File: src/verilog/tws_pkg.sv
// package for the two-wire control slave: address, limits and timing constants
// assumes nothing beyond a single system clock domain
package tws_pkg;

  // ----------------------------------------
  // bus address and register space
  // ----------------------------------------
  localparam logic [5:0] TWS_ADDR_HI = 6'h26; // upper six bits 100110
  localparam logic [7:0] TWS_MAX_REG = 8'hEE; // highest implemented register
  localparam logic [7:0] TWS_BASE_RST = 8'h00; // base address after reset
  localparam logic [7:0] TWS_DATA_RST = 8'h00; // register contents after reset

  // ----------------------------------------
  // bit counting and timing
  // ----------------------------------------
  localparam logic [3:0] TWS_BITS_BYTE = 4'h8; // bits in one byte
  localparam int TWS_CLK_NS = 25; // system clock period
  localparam int TWS_SYNC_NS = 50; // two-stage pin synchroniser delay
  localparam int TWS_SYNC_CYC = (TWS_SYNC_NS + TWS_CLK_NS - 1) / TWS_CLK_NS;

  // slave phases, one-hot
  typedef enum logic [5:0] {
    TWS_IDLE = 6'b000001,
    TWS_ADDR = 6'b000010,
    TWS_AACK = 6'b000100,
    TWS_WRX  = 6'b001000,
    TWS_WACK = 6'b010000,
    TWS_RTX  = 6'b100000
  } tws_state_e;

endpackage

File: src/verilog/tws_sync.sv
// two flip-flop synchroniser for the bus pins
// assumes inputs asynchronous to clk; output is safe to read
`timescale 1ns/1ps
module tws_sync #(
  parameter int WIDTH = 2
) (
  input wire logic clk,
  input wire logic reset,
  input wire logic [WIDTH-1:0] async_in,
  output logic [WIDTH-1:0] sync_out
);

  logic [WIDTH-1:0] meta_reg;

  // ----------------------------------------
  // synchroniser stages
  // ----------------------------------------
  // idle bus reads high, so reset to ones
  always_ff @(posedge clk or posedge reset) begin
    if (reset) begin
      meta_reg <= '1;
      sync_out <= '1;
    end else begin
      meta_reg <= async_in;
      sync_out <= meta_reg;
    end
  end

endmodule

File: src/verilog/tws_slave.sv
// two-wire control slave with an internal 8-bit register file
// assumes scl/sda come from pins with external pull-ups; clk 40 MHz
`timescale 1ns/1ps

module tws_slave #(
  parameter int REG_COUNT = 239
) (
  input wire logic clk,
  input wire logic reset,
  input wire logic scl_in,
  input wire logic sda_in,
  output logic sda_out,
  output logic sda_oe,
  input wire logic addr_select_pin,
  output logic [7:0] base_addr,
  output logic busy
);

  // ----------------------------------------
  // pin synchronisation and edge finding
  // ----------------------------------------
  logic [1:0] pins_s;
  logic scl_d_reg;
  logic sda_d_reg;
  wire scl_s = pins_s[1];
  wire sda_s = pins_s[0];

  tws_sync #(.WIDTH(2)) u_sync (
    .clk(clk),
    .reset(reset),
    .async_in({scl_in, sda_in}),
    .sync_out(pins_s)
  );

  // delayed copies of synchronised lines for edge detection
  always_ff @(posedge clk or posedge reset) begin
    if (reset) begin
      scl_d_reg <= 1'b1;
      sda_d_reg <= 1'b1;
    end else begin
      scl_d_reg <= scl_s;
      sda_d_reg <= sda_s;
    end
  end

  wire scl_rise = scl_s & ~scl_d_reg;
  wire scl_fall = ~scl_s & scl_d_reg;
  wire start_det = scl_s & scl_d_reg & sda_d_reg & ~sda_s;
  wire stop_det = scl_s & scl_d_reg & ~sda_d_reg & sda_s;

  // ----------------------------------------
  // register file
  // ----------------------------------------
  logic [7:0] regs [REG_COUNT];

  // saturating address step
  function automatic logic [7:0] next_addr(input logic [7:0] a);
    next_addr = (a >= tws_pkg::TWS_MAX_REG) ? tws_pkg::TWS_MAX_REG : 8'(a + 8'h01);
  endfunction

  // ----------------------------------------
  // protocol state
  // ----------------------------------------
  tws_pkg::tws_state_e state_reg;
  logic [7:0] shift_reg;
  logic [3:0] bit_cnt_reg;
  logic [7:0] base_reg;
  logic rw_reg;
  logic first_reg;   // next write byte is the base address
  logic ack_reg;     // pull sda low during this ack slot
  logic hold_reg;    // sda output value while driving data
  logic drive_reg;
  logic mack_reg;    // master acknowledged last read byte

  // own address with pin-selected low bit
  wire [6:0] own_addr = {tws_pkg::TWS_ADDR_HI, addr_select_pin};
  wire addr_match = (shift_reg[7:1] == own_addr);
  wire byte_done = (bit_cnt_reg == tws_pkg::TWS_BITS_BYTE);
  wire base_ok = (shift_reg <= tws_pkg::TWS_MAX_REG);
  wire [7:0] rd_data = regs[base_reg];

  // sampling of sda on scl rise, msb first
  always_ff @(posedge clk or posedge reset) begin
    if (reset) begin
      shift_reg <= 8'h00;
      bit_cnt_reg <= 4'h0;
    end else if (start_det) begin
      bit_cnt_reg <= 4'h0;
    end else if (scl_rise) begin
      if (byte_done) begin
        // ninth pulse is the ack slot: no shift, so the byte stays intact
        bit_cnt_reg <= 4'h9;
      end else begin
        shift_reg <= {shift_reg[6:0], sda_s};
        bit_cnt_reg <= 4'(bit_cnt_reg + 4'h1);
      end
    end else if (scl_fall && bit_cnt_reg == 4'h9) begin
      // ack slot over, next byte starts counting from zero
      bit_cnt_reg <= 4'h0;
    end
  end

  // main sequencer, acting on scl falling edges
  always_ff @(posedge clk or posedge reset) begin
    if (reset) begin
      // register file cleared so reads before writes are defined
      for (int i = 0; i < REG_COUNT; i++) begin
        regs[i] <= tws_pkg::TWS_DATA_RST;
      end
      state_reg <= tws_pkg::TWS_IDLE;
      base_reg <= tws_pkg::TWS_BASE_RST;
      rw_reg <= 1'b0;
      first_reg <= 1'b0;
      ack_reg <= 1'b0;
      drive_reg <= 1'b0;
      hold_reg <= 1'b1;
      mack_reg <= 1'b0;
    end else if (start_det) begin
      // start or repeated start both reopen addressing
      state_reg <= tws_pkg::TWS_ADDR;
      drive_reg <= 1'b0;
    end else if (stop_det) begin
      state_reg <= tws_pkg::TWS_IDLE;
      drive_reg <= 1'b0;
    end else if (scl_rise && state_reg == tws_pkg::TWS_RTX && byte_done) begin
      // master ack sampled in ninth slot
      mack_reg <= ~sda_s;
    end else if (scl_fall) begin
      // sda only updated while scl low
      unique case (state_reg)
        tws_pkg::TWS_IDLE: begin
          drive_reg <= 1'b0;
        end
        tws_pkg::TWS_ADDR: begin
          if (byte_done) begin
            rw_reg <= shift_reg[0];
            // ack on match; stay released otherwise
            ack_reg <= addr_match;
            drive_reg <= addr_match;
            hold_reg <= 1'b0;
            first_reg <= 1'b1;
            state_reg <= addr_match ? tws_pkg::TWS_AACK : tws_pkg::TWS_IDLE;
          end
        end
        tws_pkg::TWS_AACK: begin
          if (rw_reg) begin
            // read begins at base; msb first
            state_reg <= tws_pkg::TWS_RTX;
            drive_reg <= ~rd_data[7];
            hold_reg <= 1'b0;
          end else begin
            state_reg <= tws_pkg::TWS_WRX;
            drive_reg <= 1'b0;
          end
        end
        tws_pkg::TWS_WRX: begin
          if (byte_done) begin
            if (first_reg) begin
              ack_reg <= base_ok;
              if (base_ok) begin
                base_reg <= shift_reg;
              end
              first_reg <= 1'b0;
            end else begin
              regs[base_reg] <= shift_reg;
              base_reg <= next_addr(base_reg);
              ack_reg <= 1'b1;
            end
            drive_reg <= first_reg ? base_ok : 1'b1;
            state_reg <= tws_pkg::TWS_WACK;
          end
        end
        tws_pkg::TWS_WACK: begin
          // no ack leaves sda released and waits for stop
          drive_reg <= 1'b0;
          state_reg <= ack_reg ? tws_pkg::TWS_WRX : tws_pkg::TWS_IDLE;
        end
        tws_pkg::TWS_RTX: begin
          if (byte_done) begin
            // release sda for master ack slot
            drive_reg <= 1'b0;
            base_reg <= next_addr(base_reg);
            mack_reg <= 1'b1;
          end else if (bit_cnt_reg == 4'h9) begin
            // first bit of a following byte after master ack
            if (mack_reg) begin
              drive_reg <= ~rd_data[7];
            end else begin
              state_reg <= tws_pkg::TWS_IDLE;
              drive_reg <= 1'b0;
            end
          end else begin
            drive_reg <= ~rd_data[3'(4'h7 - bit_cnt_reg)];
          end
        end
        default: begin
          state_reg <= tws_pkg::TWS_IDLE;
          drive_reg <= 1'b0;
        end
      endcase
    end
  end

  // count runs 0..8 over the data bits and 9 through the ack slot; the
  // falling edge that closes the slot returns it to 0, so the sequencer sees
  // count 8 at the end of a byte and count 9 at the end of its ack slot

  // ----------------------------------------
  // outputs
  // ----------------------------------------
  // open drain: only pull low, never touch scl
  assign sda_out = 1'b0;
  assign sda_oe = drive_reg;
  assign base_addr = base_reg;
  assign busy = (state_reg != tws_pkg::TWS_IDLE);

  // ----------------------------------------
  // assertions
  // ----------------------------------------
  property p_idle_release;
    @(posedge clk) disable iff (reset)
      state_reg == tws_pkg::TWS_IDLE |-> !sda_oe;
  endproperty
  a_idle_release: assert property (p_idle_release) else $error("sda driven in idle");

  property p_start_addr;
    @(posedge clk) disable iff (reset) start_det |=> state_reg == tws_pkg::TWS_ADDR;
  endproperty
  a_start_addr: assert property (p_start_addr) else $error("start not to address");

  property p_stop_idle;
    @(posedge clk) disable iff (reset) stop_det && !start_det |=> state_reg == tws_pkg::TWS_IDLE;
  endproperty
  a_stop_idle: assert property (p_stop_idle) else $error("stop not to idle");

  property p_ack_match;
    @(posedge clk) disable iff (reset)
      state_reg == tws_pkg::TWS_ADDR && scl_fall && byte_done && addr_match && !start_det
      && !stop_det |=> sda_oe && state_reg == tws_pkg::TWS_AACK;
  endproperty
  a_ack_match: assert property (p_ack_match) else $error("matched address not acked");

  property p_nack_miss;
    @(posedge clk) disable iff (reset)
      state_reg == tws_pkg::TWS_ADDR && scl_fall && byte_done && !addr_match && !start_det
      && !stop_det |=> !sda_oe;
  endproperty
  a_nack_miss: assert property (p_nack_miss) else $error("mismatch acked");

  property p_stable_high;
    @(posedge clk) disable iff (reset) scl_s && scl_d_reg |=> $stable(sda_oe);
  endproperty
  a_stable_high: assert property (p_stable_high) else $error("sda moved with scl high");

  property p_saturate;
    @(posedge clk) disable iff (reset) base_reg == tws_pkg::TWS_MAX_REG
      && !(scl_fall && state_reg == tws_pkg::TWS_WRX && first_reg) |=> base_reg == tws_pkg::TWS_MAX_REG;
  endproperty
  a_saturate: assert property (p_saturate) else $error("address passed maximum");

  property p_base_range;
    @(posedge clk) disable iff (reset) base_reg <= tws_pkg::TWS_MAX_REG;
  endproperty
  a_base_range: assert property (p_base_range) else $error("base out of range");

  property p_read_release;
    @(posedge clk) disable iff (reset)
      state_reg == tws_pkg::TWS_RTX && bit_cnt_reg == 4'h9 |-> !sda_oe;
  endproperty
  a_read_release: assert property (p_read_release) else $error("ack slot driven");

  property p_nack_end;
    @(posedge clk) disable iff (reset)
      state_reg == tws_pkg::TWS_RTX && scl_fall && bit_cnt_reg == 4'h9 && !mack_reg
      && !start_det && !stop_det |=> state_reg == tws_pkg::TWS_IDLE && !sda_oe;
  endproperty
  a_nack_end: assert property (p_nack_end) else $error("sent after master nack");

  property p_open_drain;
    @(posedge clk) disable iff (reset) sda_oe |-> sda_out == 1'b0;
  endproperty
  a_open_drain: assert property (p_open_drain) else $error("sda driven high");

  c_write: cover property (@(posedge clk) state_reg == tws_pkg::TWS_WACK ##1 state_reg == tws_pkg::TWS_WRX);
  c_refuse: cover property (@(posedge clk) state_reg == tws_pkg::TWS_WACK && !ack_reg);
  c_read: cover property (@(posedge clk) state_reg == tws_pkg::TWS_RTX);
  c_restart: cover property (@(posedge clk) busy && start_det);

endmodule

File: config.mk
export PLATFORM = sky130hd
export DESIGN_NAME = tws_slave
export DESIGN_NICKNAME = d
export VERILOG_FILES = /design/src/verilog/tws_pkg.sv /design/src/verilog/tws_sync.sv /design/src/verilog/tws_slave.sv
export SDC_FILE = /design/constraint.sdc
export NUM_CORES = 2
export LEC_CHECK = 0
export ABC_CLOCK_PERIOD_IN_PS = 170400
export BUFFER_PORTS_ARGS = -buffer_cell sky130_fd_sc_hd__buf_2
export CAP_MARGIN = 20
export CORE_MARGIN = 4
export CORE_UTILIZATION = 45
export CTS_CLUSTER_SIZE = 16
export DETAILED_ROUTE_END_ITERATION = 8
export PLACE_DENSITY_LB_ADDON = 0.25
export SYNTH_ARGS = -nofsm -noshare
export SYNTH_HDL_FRONTEND = slang
export SYNTH_SLANG_ARGS = --single-unit
File: constraint.sdc
create_clock -name clk -period 170.4 [get_ports clk]
set_input_delay 25.56 -clock clk [delete_from_list [all_inputs] [get_ports clk]]
set_output_delay 25.56 -clock clk [all_outputs]
set_load 0.01 [all_outputs]
==> impl_metrics.toml <==
[clock_tree]
clk_pin_slew_worst_paths_ps = 60
cts_resized = 0
post_cts.repair.setup_buffers = 0
cts_made_buffers = 204
ctsHoldBuffers = 0
htreeDepth = 4
cts_sinks = 1949
cts_tree = "yes"
cts_buffer_depth = 3
insertion_delay_ps = 860
cts_root_buf = "clkbuf_16"

[hold_path]
hold_path_depth = 0
min_to = "u_sync.sync_out[1]$_DFF_PP1_"
worstHoldStart = "u_sync.meta_reg[1]$_DFF_PP1_"
hp-class = "register to register"

[place]
gp_congestion = 0.866
portBuffers = 14
dp_hpwl_um = 161000

[outcome]
outcome = "complete, but fails checks"
failed_checks = "max-slew violations"

[sta]
rsz0062_at_grt = "no"
tns_ps = 0
slew_headroom = -0.101
min_period_ps = 29900
fmax_mhz = 33.4
finalSetupViolCount = 0
final-hold-violation-count = 0
drv_slew = 103
worst_pin_slew_ps = 1650
post-route-period-util = 0.175
clock_skew_ps = 41.8

[drt]
drt_iter0_drc = 5005
drt-pass1-iter-count = 6
wirelength_um = 259000
vias_per_cell = 6.09
vias = 55500
ant_nets = 0
wl_per_cell_um = 28.5
route.detailed.drc = 0

[die]
coreArea_um2 = 195000
io_pins = 16
start_util = 0.452
fp.dieH_um = 451
rows = 162
die_x_um = 451
design.die.area_um2 = 203000

[global_route]
grt_start_max_net_pins = 218
antenna_found_initial = 10
grt_pass1_wl_um = 389000
grt_pass1_vias = 56500
grt.total_usage = 0.255
grt_overflow_total = 0

[worst_setup_path]
worstSetupStartpoint = "reset"
r2r_cells = 13
endpoint_kind = "async pin"
cpPeakStageDelay_ps = 900
timing.rr.start = "base_addr[0]$_DFFE_PP0P_"
cp.arrival_ps = 30730
crit_path_cell_trace = "buf_2, inv_8, buf_4, buf_4, buf_4, buf_12, buf_4"
cp_data_required_time_ps = 171230
cp_max_fo = 168
critPathLaunchType = "primary input"
path_class = "primary input to async pin"
cp_common_cell = "buf_4"
cp_slowest_cell = "buf_4"
reg2reg_setup_slack_ps = 164040
r2r_end = "sda_oe$_DFFE_PP0P_"

[layout]
regArea_um2 = 48800
drive_gt1_frac = 0.371
finish.utilization = 0.501
multi_input_area_um2 = 37200
layout.nets = 6322
largest_reg_flops = 1912
syn_to_final_growth_pct = 10.7
fill_cells = 16600

[yosys]
async_flop_share = 1.00
synth_nets = 6406
yosys-top-cells-area = "dfrtp_1, mux2_2, mux4_2"
synthDistinctLibCells = 66
synth-edff-count = 0
synth_top_cell_area_share = 0.551
netlist_area_um2 = 88100
netlist_instances = 6394
yosysWarnings = 0
seq_area_frac_synth = 0.554
yosysTopAreaCell = "dfrtp_1"
ys_ff_latch = 1949
yosys_most_used_dff = "dfrtp_1"
synth.avg_cell_area_um2 = 13.8

[power]
p_leak_nw = 45.1
ir_drop_mv = 0.0124
p_per_area_nw_per_um2 = 10.2

[run]
cap_violations = 0
[cell usage in the layout, fill, tap and decap left out, drive strengths merged, types with 7 or more instances in the layout]
| master | Yosys | layout |
|---|---|---|
| o21ai | 494 | 494 |
| mux2i | 225 | 225 |
| bufinv | 0 | 7 |
| mux4 | 388 | 388 |
| mux2 | 1474 | 1474 |
| dfrtp | 1942 | 1942 |
| nand2 | 766 | 766 |
| nand4 | 16 | 16 |
| nand3 | 57 | 57 |
| ha | 7 | 7 |
| nand2b | 16 | 16 |
| o2111ai | 7 | 7 |
| a221oi | 20 | 20 |
| dfstp | 7 | 7 |
| a21oi | 89 | 89 |
| clkbuf | 319 | 336 |
| a22o | 8 | 8 |
| inv | 12 | 19 |
| a31oi | 11 | 11 |
| nor2 | 83 | 83 |
| nor2b | 10 | 10 |
| a22oi | 157 | 157 |
| o22ai | 18 | 18 |
| nor3 | 30 | 30 |
| nor4 | 16 | 16 |
| clkinv | 1 | 31 |
| buf | 128 | 157 |
[area by class of cell]
cell class / count / share of cell area
antenna: 5 / 0.000128
multi-input combinational: 3985 / 0.381
clock inverter: 44 / 0.00531
clock buffer: 336 / 0.0649
tap: 2624 / 0.0336
inverter: 13 / 0.000705
timing repair buffer: 157 / 0.0138
sequential: 1949 / 0.500
[Yosys cell counts, types with 6 or more instances]
cell / count
nor2_1: 83
and3_1: 6
buf_6: 34
dfstp_2: 7
nor3_2: 12
nor3_1: 18
dfrtp_1: 1942
ha_1: 7
nand2_1: 766
nand2b_1: 16
buf_2: 40
buf_4: 24
o211ai_1: 6
a22oi_1: 157
mux4_2: 386
buf_8: 11
inv_1: 12
a221oi_1: 20
a31oi_1: 11
nand4_1: 16
a21oi_1: 89
o21ai_0: 494
a211oi_1: 6
nor4_1: 16
mux2_2: 1474
buf_1: 16
nand3_1: 57
clkbuf_1: 319
a311oi_1: 6
mux2i_1: 225
o22ai_1: 18
o2111ai_1: 7
a22o_1: 8
nor2b_1: 10
[worst max-delay path: cells and delay by family]
family                 cells  cell delay (ps)
buffers and inverters      7             4840
[worst max path at each step]
stage | to | depth (start not counted)
5_1_grt | regs[1274]$_DFFE_PP0P_ | 7
3_3_place_gp | regs[1299]$_DFFE_PP0P_ | 7
3_5_place_dp | regs[1325]$_DFFE_PP0P_ | 7
6_report | regs[1290]$_DFFE_PP0P_ | 7
2_1_floorplan | ack_reg$_DFFE_PP0P_ | 1
4_1_cts | regs[1274]$_DFFE_PP0P_ | 7
[layer usage]
layer | up-vias | part of all wire | wire (um) | global-route usage
met1 | 29700 | 0.43 | 113000 | 0.362
met2 | 1858 | 0.46 | 120000 | 0.395
met5 | - | 0 | 0 | 0
li1 | 23400 | - | - | -
met4 | 0 | 0.040 | 10400 | 0.0920
met3 | 500 | 0.065 | 16800 | 0.0455
[logic make-up after synthesis]
| family | synth area share |
|---|---|
| AND/OR/NAND/NOR | 0.0486 |
| adder cells (fa/ha/maj) | 0.000994 |
| XOR/XNOR | 0.000298 |
| flip-flops | 0.554 |
| multiplexers | 0.313 |
| buffers and inverters | 0.0260 |
| other | 0.0000426 |
| AO/OA/AOI/OAI | 0.0573 |
[where the power goes]
part,total [W],switching (W),internal [W]
clock network,0.000455,0.000191,0.000264
registers,0.000474,0.00000936,0.000464
logic,0.0000663,0.0000581,0.00000817
total,0.000995,0.000258,0.000736
[per-stage QoR]
stage | hold WS (ps) | power [W] | worst slack (ps) | cell area (um^2) | instances
6_report | 368 | 0.000995 | 140500 | 97600 | 9113
5_1_grt | 369 | 0.00103 | 139690 | 97600 | 9108
4_1_cts | 368 | 0.00100 | 140300 | 97500 | 9104
3_5_place_dp | 357 | 0.000548 | 139380 | 90600 | 8724
3_3_place_gp | 361 | 0.000545 | 139500 | 90600 | 8721
2_1_floorplan | 345 | 0.000518 | 89810 | 88100 | 6394
Note: power is estimated with default switching activity, not from simulation.
